--- src/logic/lmsc_consts.vh ---
/*
  Constants of the modem command interpreter: opcodes, lengths, status
  field positions, error codes and frequency defaults.
  Assumes inclusion by bare name from the design file.
*/
// Notes on behaviour
// Status bit6 ready, bit5 sent, bit0 amplifier
// Status bits 4..1 hold device error code
// Library status byte holds code 0x00..0x10
// Status read: two dummies then three bytes
// Send-bit command transmits 0/1, then event
// Send-frame command starts transmission, event at end
// Host fills transmit buffer before sending
// Send-receive runs, event, result via readout
// Registration code: 16 bytes, upper eight zero
// Receive readout returns eight bytes, byte0 first
// Config write: four bytes, stored, then event
// Direction 1 means output; level sets drive/pull-up
// Identifier: four bytes, most significant first
// Supply/temperature: three words, high byte first
// Host converts temperature: subtract 500, divide 10
// Measure command raises event; supply read clears
// Transmit test takes frames and channel words
// Receive test takes sequence and channel words
// Carrier on with 0x11, off with 0x00
// Transmit frequency word, default, lost at reset
// Receive frequency word, default, lost at reset
// Status read clears event and status bytes
// Event low on ready and completions
// Host uses mode 0, MSB first, slow clock
// Front-end pins follow uplink/downlink/disabled
// One command per chip-select frame
`ifndef LMSC_CONSTS_VH
`define LMSC_CONSTS_VH

`define LMSC_OP_STATUS    8'h0a
`define LMSC_OP_SEND_BIT  8'h0b
`define LMSC_OP_SEND_FRM  8'h0d
`define LMSC_OP_SEND_RCV  8'h0e
`define LMSC_OP_REG_CODE  8'h0f
`define LMSC_OP_RX_READ   8'h10
`define LMSC_OP_SYS_CONF  8'h11
`define LMSC_OP_GET_ID    8'h12
`define LMSC_OP_SUPPLY    8'h13
`define LMSC_OP_MEASURE   8'h14
`define LMSC_OP_TX_TEST   8'h15
`define LMSC_OP_RX_TEST   8'h16
`define LMSC_OP_CARRIER   8'h17
`define LMSC_OP_TX_FREQ   8'h1b
`define LMSC_OP_RX_FREQ   8'h1c

`define LMSC_CARRIER_ON   8'h11
`define LMSC_CARRIER_OFF  8'h00
`define LMSC_CONF_MARK    8'h02

`define LMSC_FIRST_DATA   5'h02
`define LMSC_REG_CODE_USED 5'h08
`define LMSC_IDX_MAX      5'h1f

`define LMSC_ST_READY     6
`define LMSC_ST_SENT      5
`define LMSC_ST_ERR_HI    4
`define LMSC_ST_ERR_LO    1
`define LMSC_ST_AMP       0

`define LMSC_ERR_NONE     4'h0
`define LMSC_ERR_CMD      4'h1
`define LMSC_ERR_USAGE    4'h4
`define LMSC_LIB_NONE     8'h00

`define LMSC_TX_FREQ_DEF  32'h33be9cd0
`define LMSC_RX_FREQ_DEF  32'h33d3e608

`endif

--- src/logic/lmsc_cmd.v ---
/*
  Command interpreter of the radio modem, seen from inside the device:
  an SPI slave (mode 0, MSB first) sampled by ref_clk, opcode decode,
  parameter capture, result byte streaming, status and event handling.
  Assumes a radio/measurement engine on ref_clk that takes the start
  pulses and reports completion with one-cycle done pulses, and an SPI
  clock far slower than ref_clk.
*/
`include "lmsc_consts.vh"

module lmsc_cmd (
  // Clock and reset
  input  wire        ref_clk,
  input  wire        rst_b,
  // SPI pins from the host
  input  wire        sclk,
  input  wire        cs_b,
  input  wire        mosi,
  output reg         miso,
  output reg         miso_oe,
  // Event and front-end pins
  output reg         completion_event_pin_b,
  output reg         front_end_enable_pin,
  output reg         front_end_direction_pin,
  // Engine state and results
  input  wire [7:0]  hardware_state_status,
  input  wire        amp_on,
  input  wire        uplink_active,
  input  wire        downlink_active,
  input  wire        radio_done,
  input  wire        radio_frame_sent,
  input  wire [3:0]  radio_error_code,
  input  wire [7:0]  radio_lib_status,
  input  wire        meas_done,
  input  wire        nv_done,
  input  wire [63:0] rx_packet,
  input  wire [63:0] registration_code,
  input  wire [31:0] device_identifier,
  input  wire [15:0] idle_supply_mv,
  input  wire [15:0] active_supply_mv,
  input  wire [15:0] raw_temperature_word,
  // Commands to the engine
  output reg         send_bit_start,
  output reg         send_bit_value,
  output reg         send_frame_start,
  output reg         send_recv_start,
  output reg         meas_start,
  output reg         nv_write_start,
  output reg  [7:0]  port_direction_byte,
  output reg  [7:0]  port_level_byte,
  output reg  [7:0]  system_config_byte,
  output reg         tx_test_start,
  output reg  [15:0] frame_count,
  output reg         rx_test_start,
  output reg  [15:0] sequence_word,
  output reg  [15:0] channel_word,
  output reg         continuous_carrier,
  output reg  [31:0] tx_freq_hz,
  output reg  [31:0] rx_freq_hz
);

  reg  [2:0]  sclk_sy;
  reg  [2:0]  cs_sy;
  reg  [1:0]  mosi_sy;
  reg  [2:0]  bit_cnt;
  reg  [7:0]  rx_sh;
  reg  [7:0]  tx_sh;
  reg  [4:0]  byte_idx;
  reg  [7:0]  opcode;
  reg  [31:0] param;
  reg         done_cmd;
  reg  [23:0] status_snap;
  reg         sys_ready;
  reg         frame_sent;
  reg  [3:0]  err_code;
  reg  [7:0]  lib_status;
  reg         ev_ready;
  reg         ev_radio;
  reg         ev_meas;
  reg         ev_nv;
  reg  [2:0]  param_len;
  reg  [7:0]  next_tx_byte;
  reg  [4:0]  data_idx;

  wire        sclk_rise = sclk_sy[1] & ~sclk_sy[2];
  wire        sclk_fall = ~sclk_sy[1] & sclk_sy[2];
  wire        cs_act    = ~cs_sy[1];
  wire        byte_done = cs_act & sclk_rise & (bit_cnt == 3'h7);
  wire [7:0]  rx_byte   = {rx_sh[6:0], mosi_sy[1]};
  wire [7:0]  cur_op    = (byte_idx == 5'h00) ? rx_byte : opcode;
  wire [4:0]  next_idx  = (byte_idx == `LMSC_IDX_MAX) ? byte_idx : byte_idx + 5'h01;
  wire        is_last_param = byte_done & ~done_cmd & (byte_idx != 5'h00) & (byte_idx[2:0] == param_len);
  wire        op_taken  = byte_done & (byte_idx == 5'h00);
  wire        status_rd = op_taken & (rx_byte == `LMSC_OP_STATUS);
  wire        supply_rd = op_taken & (rx_byte == `LMSC_OP_SUPPLY);
  wire [31:0] full_param = {param[23:0], rx_byte};
  wire [7:0]  dev_status = {1'b0, sys_ready, frame_sent, err_code, amp_on};

  // Parameter bytes carried by each command; zero for pure reads
  always @* begin
    case (cur_op)
      `LMSC_OP_SEND_BIT, `LMSC_OP_CARRIER: param_len = 3'h1;
      `LMSC_OP_SYS_CONF, `LMSC_OP_TX_TEST, `LMSC_OP_RX_TEST,
      `LMSC_OP_TX_FREQ,  `LMSC_OP_RX_FREQ: param_len = 3'h4;
      default:                             param_len = 3'h0;
    endcase
  end

  wire known_op = (cur_op == `LMSC_OP_STATUS)   | (cur_op == `LMSC_OP_SEND_BIT) |
                  (cur_op == `LMSC_OP_SEND_FRM) | (cur_op == `LMSC_OP_SEND_RCV) |
                  (cur_op == `LMSC_OP_REG_CODE) | (cur_op == `LMSC_OP_RX_READ)  |
                  ((cur_op >= `LMSC_OP_SYS_CONF) && (cur_op <= `LMSC_OP_CARRIER)) |
                  (cur_op == `LMSC_OP_TX_FREQ)  | (cur_op == `LMSC_OP_RX_FREQ);

  // Byte to present for position next_idx; positions 0 and 1 are dummies
  always @* begin
    data_idx     = next_idx - `LMSC_FIRST_DATA;
    next_tx_byte = 8'h00;
    if (next_idx >= `LMSC_FIRST_DATA) begin
      case (cur_op)
        `LMSC_OP_STATUS: begin
          case (data_idx)
            5'h00:   next_tx_byte = status_snap[23:16];
            5'h01:   next_tx_byte = status_snap[15:8];
            5'h02:   next_tx_byte = status_snap[7:0];
            default: next_tx_byte = 8'h00;
          endcase
        end
        `LMSC_OP_REG_CODE: begin
          if (data_idx < `LMSC_REG_CODE_USED)
            next_tx_byte = registration_code[(7 - data_idx[2:0]) * 8 +: 8];
        end
        `LMSC_OP_RX_READ: begin
          if (data_idx < 5'h08)
            next_tx_byte = rx_packet[(7 - data_idx[2:0]) * 8 +: 8];
        end
        `LMSC_OP_GET_ID: begin
          if (data_idx < 5'h04)
            next_tx_byte = device_identifier[(3 - data_idx[1:0]) * 8 +: 8];
        end
        `LMSC_OP_SUPPLY: begin
          case (data_idx)
            5'h00:   next_tx_byte = idle_supply_mv[15:8];
            5'h01:   next_tx_byte = idle_supply_mv[7:0];
            5'h02:   next_tx_byte = active_supply_mv[15:8];
            5'h03:   next_tx_byte = active_supply_mv[7:0];
            5'h04:   next_tx_byte = raw_temperature_word[15:8];
            5'h05:   next_tx_byte = raw_temperature_word[7:0];
            default: next_tx_byte = 8'h00;
          endcase
        end
        default: next_tx_byte = 8'h00;
      endcase
    end
  end

  // Pin synchronisers; only stage 1 and later feed logic
  always @(posedge ref_clk or negedge rst_b) begin
    if (!rst_b) begin
      sclk_sy <= 3'h0;
      cs_sy   <= 3'h7;
      mosi_sy <= 2'h0;
    end else begin
      sclk_sy <= {sclk_sy[1:0], sclk};
      cs_sy   <= {cs_sy[1:0], cs_b};
      mosi_sy <= {mosi_sy[0], mosi};
    end
  end

  // Serial shifting: sample on rising edge, advance output on falling
  always @(posedge ref_clk or negedge rst_b) begin
    if (!rst_b) begin
      bit_cnt  <= 3'h0;
      rx_sh    <= 8'h00;
      tx_sh    <= 8'h00;
      byte_idx <= 5'h00;
      opcode   <= 8'h00;
      param    <= 32'h0;
      done_cmd <= 1'b0;
      miso     <= 1'b0;
      miso_oe  <= 1'b0;
    end else begin
      miso_oe <= cs_act;
      miso    <= tx_sh[7];
      if (!cs_act) begin
        // Frame ends with chip select; a partial command is dropped
        bit_cnt  <= 3'h0;
        byte_idx <= 5'h00;
        done_cmd <= 1'b0;
        // Cleared so a cut frame's leftover byte never leads the next frame
        tx_sh    <= 8'h00;
      end else if (sclk_rise) begin
        rx_sh   <= rx_byte;
        bit_cnt <= bit_cnt + 3'h1;
        if (bit_cnt == 3'h7) begin
          byte_idx <= next_idx;
          tx_sh    <= next_tx_byte;
          if (byte_idx == 5'h00) begin
            opcode   <= rx_byte;
            param    <= 32'h0;
            done_cmd <= (param_len == 3'h0);
          end else begin
            param <= full_param;
            if (is_last_param)
              done_cmd <= 1'b1;
          end
        end
      end else if (sclk_fall && bit_cnt != 3'h0) begin
        tx_sh <= {tx_sh[6:0], 1'b0};
      end
    end
  end

  // Command execution: start pulses and settings
  always @(posedge ref_clk or negedge rst_b) begin
    if (!rst_b) begin
      send_bit_start      <= 1'b0;
      send_bit_value      <= 1'b0;
      send_frame_start    <= 1'b0;
      send_recv_start     <= 1'b0;
      meas_start          <= 1'b0;
      nv_write_start      <= 1'b0;
      port_direction_byte <= 8'h00;
      port_level_byte     <= 8'h00;
      system_config_byte  <= 8'h00;
      tx_test_start       <= 1'b0;
      rx_test_start       <= 1'b0;
      frame_count         <= 16'h0000;
      sequence_word       <= 16'h0000;
      channel_word        <= 16'h0000;
      continuous_carrier  <= 1'b0;
      tx_freq_hz          <= `LMSC_TX_FREQ_DEF;
      rx_freq_hz          <= `LMSC_RX_FREQ_DEF;
    end else begin
      send_bit_start   <= is_last_param & (opcode == `LMSC_OP_SEND_BIT) & (rx_byte[7:1] == 7'h00);
      send_frame_start <= op_taken & (rx_byte == `LMSC_OP_SEND_FRM);
      send_recv_start  <= op_taken & (rx_byte == `LMSC_OP_SEND_RCV);
      meas_start       <= op_taken & (rx_byte == `LMSC_OP_MEASURE);
      nv_write_start   <= is_last_param & (opcode == `LMSC_OP_SYS_CONF) &
                          (param[7:0] == `LMSC_CONF_MARK);
      tx_test_start    <= is_last_param & (opcode == `LMSC_OP_TX_TEST);
      rx_test_start    <= is_last_param & (opcode == `LMSC_OP_RX_TEST);
      if (is_last_param) begin
        case (opcode)
          `LMSC_OP_SEND_BIT: begin
            if (rx_byte[7:1] == 7'h00)
              send_bit_value <= rx_byte[0];
          end
          `LMSC_OP_SYS_CONF: begin
            port_direction_byte <= full_param[31:24];
            port_level_byte     <= full_param[23:16];
            system_config_byte  <= full_param[7:0];
          end
          `LMSC_OP_TX_TEST: begin
            frame_count  <= {full_param[23:16], full_param[31:24]};
            channel_word <= {full_param[7:0], full_param[15:8]};
          end
          `LMSC_OP_RX_TEST: begin
            sequence_word <= {full_param[23:16], full_param[31:24]};
            channel_word  <= {full_param[7:0], full_param[15:8]};
          end
          `LMSC_OP_CARRIER: begin
            if (rx_byte == `LMSC_CARRIER_ON)
              continuous_carrier <= 1'b1;
            else if (rx_byte == `LMSC_CARRIER_OFF)
              continuous_carrier <= 1'b0;
          end
          `LMSC_OP_TX_FREQ:
            tx_freq_hz <= full_param;
          `LMSC_OP_RX_FREQ:
            rx_freq_hz <= full_param;
          default: ;
        endcase
      end
    end
  end

  // Status bytes and event flags; a completion in the clearing cycle wins
  always @(posedge ref_clk or negedge rst_b) begin
    if (!rst_b) begin
      sys_ready   <= 1'b1;
      ev_ready    <= 1'b1;
      frame_sent  <= 1'b0;
      err_code    <= `LMSC_ERR_NONE;
      lib_status  <= `LMSC_LIB_NONE;
      ev_radio    <= 1'b0;
      ev_meas     <= 1'b0;
      ev_nv       <= 1'b0;
      status_snap <= 24'h0;
      completion_event_pin_b <= 1'b1;
    end else begin
      if (status_rd) begin
        status_snap <= {hardware_state_status, dev_status, lib_status};
        sys_ready   <= 1'b0;
        ev_ready    <= 1'b0;
        frame_sent  <= 1'b0;
        err_code    <= `LMSC_ERR_NONE;
        lib_status  <= `LMSC_LIB_NONE;
        ev_radio    <= 1'b0;
        ev_meas     <= 1'b0;
        ev_nv       <= 1'b0;
      end
      if (supply_rd)
        ev_meas <= 1'b0;
      if (op_taken && !known_op)
        err_code <= `LMSC_ERR_CMD;
      if (is_last_param && opcode == `LMSC_OP_SYS_CONF && param[7:0] != `LMSC_CONF_MARK)
        err_code <= `LMSC_ERR_USAGE;
      if (radio_done) begin
        ev_radio   <= 1'b1;
        frame_sent <= radio_frame_sent | (frame_sent & ~status_rd);
        lib_status <= radio_lib_status;
        if (radio_error_code != `LMSC_ERR_NONE)
          err_code <= radio_error_code;
      end
      if (meas_done)
        ev_meas <= 1'b1;
      if (nv_done)
        ev_nv <= 1'b1;
      completion_event_pin_b <= ~(ev_ready | ev_radio | ev_meas | ev_nv);
    end
  end

  // Front-end control follows the engine's radio direction
  always @(posedge ref_clk or negedge rst_b) begin
    if (!rst_b) begin
      front_end_enable_pin    <= 1'b0;
      front_end_direction_pin <= 1'b0;
    end else begin
      front_end_enable_pin    <= uplink_active | downlink_active;
      front_end_direction_pin <= uplink_active;
    end
  end

endmodule // lmsc_cmd

--- config.mk ---
export PLATFORM = sky130hd
export DESIGN_NAME = lmsc_cmd
export DESIGN_NICKNAME = d
export VERILOG_FILES = /design/src/logic/lmsc_cmd.v
export VERILOG_INCLUDE_DIRS = /design/src /design/src/logic
export SDC_FILE = /design/constraint.sdc
export NUM_CORES = 1
export LEC_CHECK = 0
export ABC_AREA = 1
export BUFFER_PORTS_ARGS = -buffer_cell sky130_fd_sc_hd__buf_2
export CAP_MARGIN = 20
export CORE_UTILIZATION = 50
export DETAILED_ROUTE_END_ITERATION = 10
export PLACE_DENSITY = 0.78
export SKIP_CTS_REPAIR_TIMING = 1
export SLEW_MARGIN = 20
export SYNTH_ARGS = -nofsm -noshare
export SYNTH_HDL_FRONTEND = slang
export SYNTH_SLANG_ARGS = --single-unit
--- constraint.sdc ---
create_clock -name ref_clk -period 5.9 [get_ports ref_clk]
set_clock_uncertainty 0.05 [all_clocks]
set_input_delay 0.59 -clock ref_clk [delete_from_list [all_inputs] [get_ports ref_clk]]
set_output_delay 0.59 -clock ref_clk [all_outputs]
set_load 0.03 [all_outputs]
==> impl_metrics.csv, run 1 <==
group,metric,value,unit
clocking,root_buffer,"clkbuf_16",
clocking,htreeDepth,1,
floorplan,core,25500,sq um
setup_path,endpoint,"system_config_byte[3]$_DFFE_PN0P_",
logic_synthesis,async_flop_share,100,%
route,viasPerCell,5.26,
floorplan,rows,58,
place,port_buffers,389,
clocking,cts_buffers,26,
clocking,clockBufferDepth,3,
sta,rsz0062_at_grt,"no",
global_routing,grt_pass1_wl,63300,um
route,drt_pass1_iterations,6,
power_and_ir_drop,power_density,241,nW/um^2
floorplan,start_util,51.6,%
sta,setup_tns,0,ns
finish,final_common_cell,"nand2_1",
global_routing,grt_pass1_vias,12100,
place,dpl.hpwl,30700,um
logic_synthesis,syn_avg_cell_area,7.13,sq um
logic_synthesis,synth.distinct_cells,33,
sta,setup_viol,0,
floorplan,ios,390,
sta,hold_violations,0,
clocking,clock-sinks,253,
route,drt-initial-drc-count,1099,
logic_synthesis,syn_inst,1844,
sta,report.final.slew_viol_count,0,
sta,layout_worst_path_cycle_share,69.3,%
setup_path,crit_arrival,4.43,ns
power_and_ir_drop,power.total,3.92,mW
finish,finalNetCount,2445,
logic_synthesis,netlist_area,13100,sq um
setup_path,critPathKind,"reg2reg",
clocking,cts_tree,"done",
flow_run,cap_violations,0,
place,routabilityCongestion,0.912,
clocking,clk_latency,0.55,ns
route,ant_nets,0,
finish,final_layout_size_suffix_gt1_share,23.0,%
run_status,status,"completed",
logic_synthesis,synth_fp_nets,2089,
logic_synthesis,synth_edf_count,0,
global_routing,grt_max_degree,145,
setup_path,worstPathRequired,6.24,ns
sta,worst_pin_slew,0.943,ns
route,drt-total-wl,42000,um
route,drc,0,
logic_synthesis,ys_ff_latch,253,
setup_path,worstSetupEndpointType,"flip-flop",
logic_synthesis,yosys_warnings,0,
setup_path,r2r-start,"byte_idx[0]$_DFFE_PN0P_",
logic_synthesis,ys.flop_type,"dfrtp_1",
finish,area_growth,24.0,%
finish,mostFrequentLayoutCells,"773 x nand2_1, 388 x buf_2, 221 x inv_1",
floorplan,die_w,164,um
sta,min_period,4.09,ns
min_path,hp-class,"in2reg",
route,num_vias,13400,
min_path,whs_path_depth,1,
floorplan,die_h,164,um
setup_path,crit_start,"byte_idx[0]$_DFFE_PN0P_",
sta,timing.fmax,245,MHz
route,wl_per_cell,16.5,um
power_and_ir_drop,peakVddDrop,0.264,mV
sta,relSlewSlack,36.7,%
setup_path,crit_path_start_kind,"flip-flop",
logic_synthesis,synth_seq_area_share,48.5,%
setup_path,cp_max_fo,48,
floorplan,dieArea,26900,sq um
global_routing,grt_overflow,0,
setup_path,timing.reg2reg.setup_slack,1.81,ns
setup_path,rr_worst_depth,18,
power_and_ir_drop,leakage,9.28,nW
global_routing,grt_use_total,30.1,%
finish,antenna_cells,0,
global_routing,antenna_found_initial,0,
clocking,clk_pin_slew,0.07,ns
setup_path,r2r-end,"system_config_byte[3]$_DFFE_PN0P_",
worst min-delay path by stage:
stage / startpoint / to / slack (ns)
CTS: cs_b / cs_sy[0]$_DFF_PN1_ / 0.09
global placement: mosi_sy[0]$_DFF_PN0_ / mosi_sy[1]$_DFF_PN0_ / 0.29
finish: cs_b / cs_sy[0]$_DFF_PN1_ / 0.11
floorplan: rst_b / bit_cnt[0]$_DFFE_PN0N_ / 0.24
detailed placement: sclk_sy[0]$_DFF_PN0_ / sclk_sy[1]$_DFF_PN0_ / 0.29
global route: cs_b / cs_sy[0]$_DFF_PN1_ / 0.10
worst max-delay path, stage by stage, from the launching register on:
cell,delay (ns)
dfrtp_1,0.47
inv_1,0.15
ha_1,0.25
inv_1,0.07
nor2_2,0.06
nand2_2,0.48
nand2_1,0.10
nand2_1,0.22
nand2_1,0.08
nor2_1,0.20
nand2_1,0.12
nand3_1,0.09
nand2_1,0.06
nor2_2,0.15
nand2_2,0.27
inv_4,0.23
nand2_2,0.54
nand2_1,0.22
o21ai_0,0.11
layout make-up:
class	count	area (sq um)
multi-input combinational	1289	5600
clock inverter	16	226
timing repair buffer	403	2100
inverter	227	855
tap	330	413
clock buffer	32	723
fill	2312	9170
sequential	253	6380
metal layers:
metal	vias up	track usage [%]	wire length, um
li1	6492	-	-
met1	6267	41.0	17800
met2	562	49.3	20000
met3	82	4.19	2900
met4	0	9.97	1250
met5	-	0	0
state kept, by name, summed over array words and instances, names as in the netlist, 16 cells and up:
name	flops
channel_word	16
frame_count	16
param	24
rx_freq_hz	32
sequence_word	16
status_snap	23
tx_freq_hz	32
where the power goes:
group | total, mW | internal (mW) | switching (mW) | leakage, nW
sequential | 1.79 | 1.77 | 0.0237 | 3.28
clock | 1.78 | 1.06 | 0.721 | 0.467
combinational | 0.349 | 0.122 | 0.227 | 5.54
logic make-up (layout without fill, tap and decap cells):
| kind of cell | Yosys count | after routing | share of synthesized area, % |
|---|---|---|---|
| simple gates | 1049 | 1049 | 32.7 |
| buf+inv | 302 | 678 | 9.05 |
| flops | 253 | 253 | 48.5 |
| compound gates | 235 | 235 | 9.29 |
| fa+ha+maj | 5 | 5 | 0.476 |
Yosys cell counts, types with 10 or more instances:
cell type,n,area [sq um]
nand3b_1,15,113
nor2_1,63,236
nor3_1,15,75.1
o21ai_0,107,536
nor4_1,10,62.6
o22ai_1,12,75.1
nand2_1,776,2910
o21ai_1,93,465
clkbuf_1,47,176
buf_2,19,95.1
nand4_1,20,125
dfstp_2,36,946
nand3_1,137,686
dfrtp_1,217,5430
a21oi_1,13,65.1
inv_1,221,830
stage by stage:
| step | cell area [sq um] | hold WS, ns | utilization [%] | std cells | setup slack [ns] |
|---|---|---|---|---|---|
| after global placement | 15300 | 0.286 | 60.0 | 2499 | 1.94 |
| after detailed placement | 15300 | 0.292 | 60.1 | 2500 | 1.83 |
| after CTS | 16300 | 0.0925 | 63.8 | 2548 | 1.73 |
| after floorplan | 13100 | 0.244 | - | 1844 | 3.18 |
| final | 16300 | 0.108 | 64.0 | 2550 | 1.81 |
| after global routing | 16300 | 0.100 | 64.0 | 2550 | 1.32 |
Note: power is estimated with default switching activity, not from simulation.
==> run 2: changes to the inputs <==
Settings changed: CORE_UTILIZATION 50 to 47, PLACE_DENSITY 0.78 to 0.77.
Clock period 5.9 ns to 3.65 ns, I/O delays scaled along.
==> impl_metrics.csv, run 2 (same netlist as run 1, synthesis figures left out) <==
group,metric,value,unit
finish,fillers,2575,
route,drt_pass1_iterations,6,
setup_path,crit_arrival,3.66,ns
finish,seq_area,6380,sq um
route,viasPerCell,5.11,
min_path,min_to,"lib_status[6]$_DFFE_PN0P_",
clocking,htreeDepth,1,
global_routing,grt_pass1_vias,12300,
setup_path,worstPathRequired,3.99,ns
finish,antenna_cells,0,
route,drt-initial-drc-count,1150,
run_status,status,"finished, violations left",
power_and_ir_drop,power_density,374,nW/um^2
setup_path,r2r-end,"sequence_word[13]$_DFFE_PN0P_",
setup_path,critPathKind,"reg2reg",
sta,rsz0062_at_grt,"no",
flow_run,cap_violations,0,
sta,setup_viol,0,
power_and_ir_drop,power.total,6.17,mW
global_routing,antenna_found_initial,0,
clocking,root_buffer,"clkbuf_16",
setup_path,crit_path_start_kind,"flip-flop",
place,dpl.hpwl,31100,um
sta,relSlewSlack,46.7,%
global_routing,grt_overflow,0,
finish,final_layout_size_suffix_gt1_share,23.2,%
setup_path,rr_worst_depth,19,
global_routing,grt_pass1_wl,64000,um
power_and_ir_drop,leakage,9.34,nW
sta,worst_pin_slew,0.800,ns
sta,min_period,3.32,ns
min_path,hp-class,"in2reg",
floorplan,dieArea,28600,sq um
setup_path,worstSetupEndpointType,"flip-flop",
route,wl_per_cell,15.9,um
floorplan,die_h,169,um
sta,timing.fmax,301,MHz
finish,area_growth,25.4,%
sta,fin_hold_ws,-0.00621,ns
finish,multi_input_area,5600,sq um
finish,final_cells,2615,
clocking,cts_buffers,25,
run_status,violations,"negative hold slack",
floorplan,rows,60,
global_routing,grt_max_degree,107,
setup_path,r2r-start,"byte_idx[0]$_DFFE_PN0P_",
route,ant_nets,0,
route,drc,0,
clocking,cts_tree,"done",
global_routing,grt_use_total,28.0,%
setup_path,timing.reg2reg.setup_slack,0.33,ns
finish,mostFrequentLayoutCells,"773 x nand2_1, 388 x buf_2, 221 x inv_1",
clocking,clockBufferDepth,3,
min_path,whs_path_depth,3,
floorplan,start_util,48.4,%
clocking,clk_pin_slew,0.06,ns
place,placed_cell_area,15500,sq um
finish,final_area,16500,sq um
clocking,clock-sinks,253,
finish,finalNetCount,2469,
route,drt-total-wl,41500,um
min_path,hp-start,"radio_lib_status[6]",
finish,reg.largest.list,"rx_freq_hz: 32 flops, tx_freq_hz: 32 flops, param: 24 flops",
sta,hold_violations,2,
setup_path,cp_max_fo,33,
sta,report.final.slew_viol_count,0,
finish,final_common_cell,"nand2_1",
sta,setup_tns,0,ns
floorplan,core,27200,sq um
floorplan,ios,390,
clocking,clk_latency,0.54,ns
power_and_ir_drop,peakVddDrop,0.317,mV
sta,layout_worst_path_cycle_share,90.9,%
place,routabilityCongestion,0.897,
place,placedCellCount,2558,
place,port_buffers,389,
route,num_vias,13400,
floorplan,die_w,169,um
==> run 2: cell types whose count changed in the layout (fill, tap and decap cells not counted), moves of 2 or more <==
cell,before,now
buf_12,0,2
buf_16,2,0
buf_4,11,24
buf_6,0,2
clkbuf_1,1,3
clkbuf_8,5,7
clkinv_4,3,1
dlygate4sd3_1,1,11
inv_6,2,0
==> run 2: worst max-delay path, stage by stage, from the launching register on <==
cell     delay [ns]
dfrtp_1        0.47
inv_1          0.19
ha_1           0.19
inv_1          0.05
nor2_2         0.23
nand2_4        0.22
nand2_1        0.11
nand2_1        0.12
nor2_1         0.21
nand2_1        0.08
nand2_1        0.07
nand2_1        0.10
nand2_1        0.10
nand2_1        0.06
nand2_1        0.11
nand2_2        0.09
inv_4          0.11
nand2_2        0.34
nand2_1        0.17
o21ai_0        0.11
==> run 2: layer usage <==
layer / GRT usage, % / wire [um]
met3: 3.99 / 2560
met4: 7.32 / 936
met1: 38.5 / 18100
met5: 0 / 0
met2: 46.4 / 19900
==> run 2: through the flow <==
step | setup slack (ns) | util (%)
after floorplan | 0.933 | -
after global placement | 0.313 | 57.0
after detailed placement | 0.207 | 57.0
after CTS | 0.185 | 60.2
after global routing | 0.0129 | 60.7
final | 0.332 | 60.7
==> run 2: final cells by class <==
class	count	area share [%]
inverter	227	5.18
clock buffer	35	4.45
sequential	253	38.7
timing repair buffer	428	14.0
clock inverter	11	0.918
tap	372	2.82
multi-input combinational	1289	34.0
==> run 2: how the worst max path moves through the flow <==
stage                                               endpoint                     from
final                          sequence_word[13]$_DFFE_PN0P_  byte_idx[0]$_DFFE_PN0P_
after global routing            sequence_word[0]$_DFFE_PN0P_  byte_idx[0]$_DFFE_PN0P_
after CTS                         frame_count[7]$_DFFE_PN0P_  byte_idx[0]$_DFFE_PN0P_
after detailed placement          frame_count[7]$_DFFE_PN0P_  byte_idx[0]$_DFFE_PN0P_
after global placement           frame_count[11]$_DFFE_PN0P_  byte_idx[0]$_DFFE_PN0P_
after floorplan           port_direction_byte[1]$_DFFE_PN0P_  byte_idx[0]$_DFFE_PN0P_
==> run 2: report_power, final <==
| part | switching (mW) | total, mW | internal, mW |
|---|---|---|---|
| Combinational | 0.361 | 0.568 | 0.208 |
| Sequential | 0.0372 | 2.89 | 2.85 |
| Clock | 1.08 | 2.71 | 1.62 |
| Total | 1.48 | 6.17 | 4.69 |
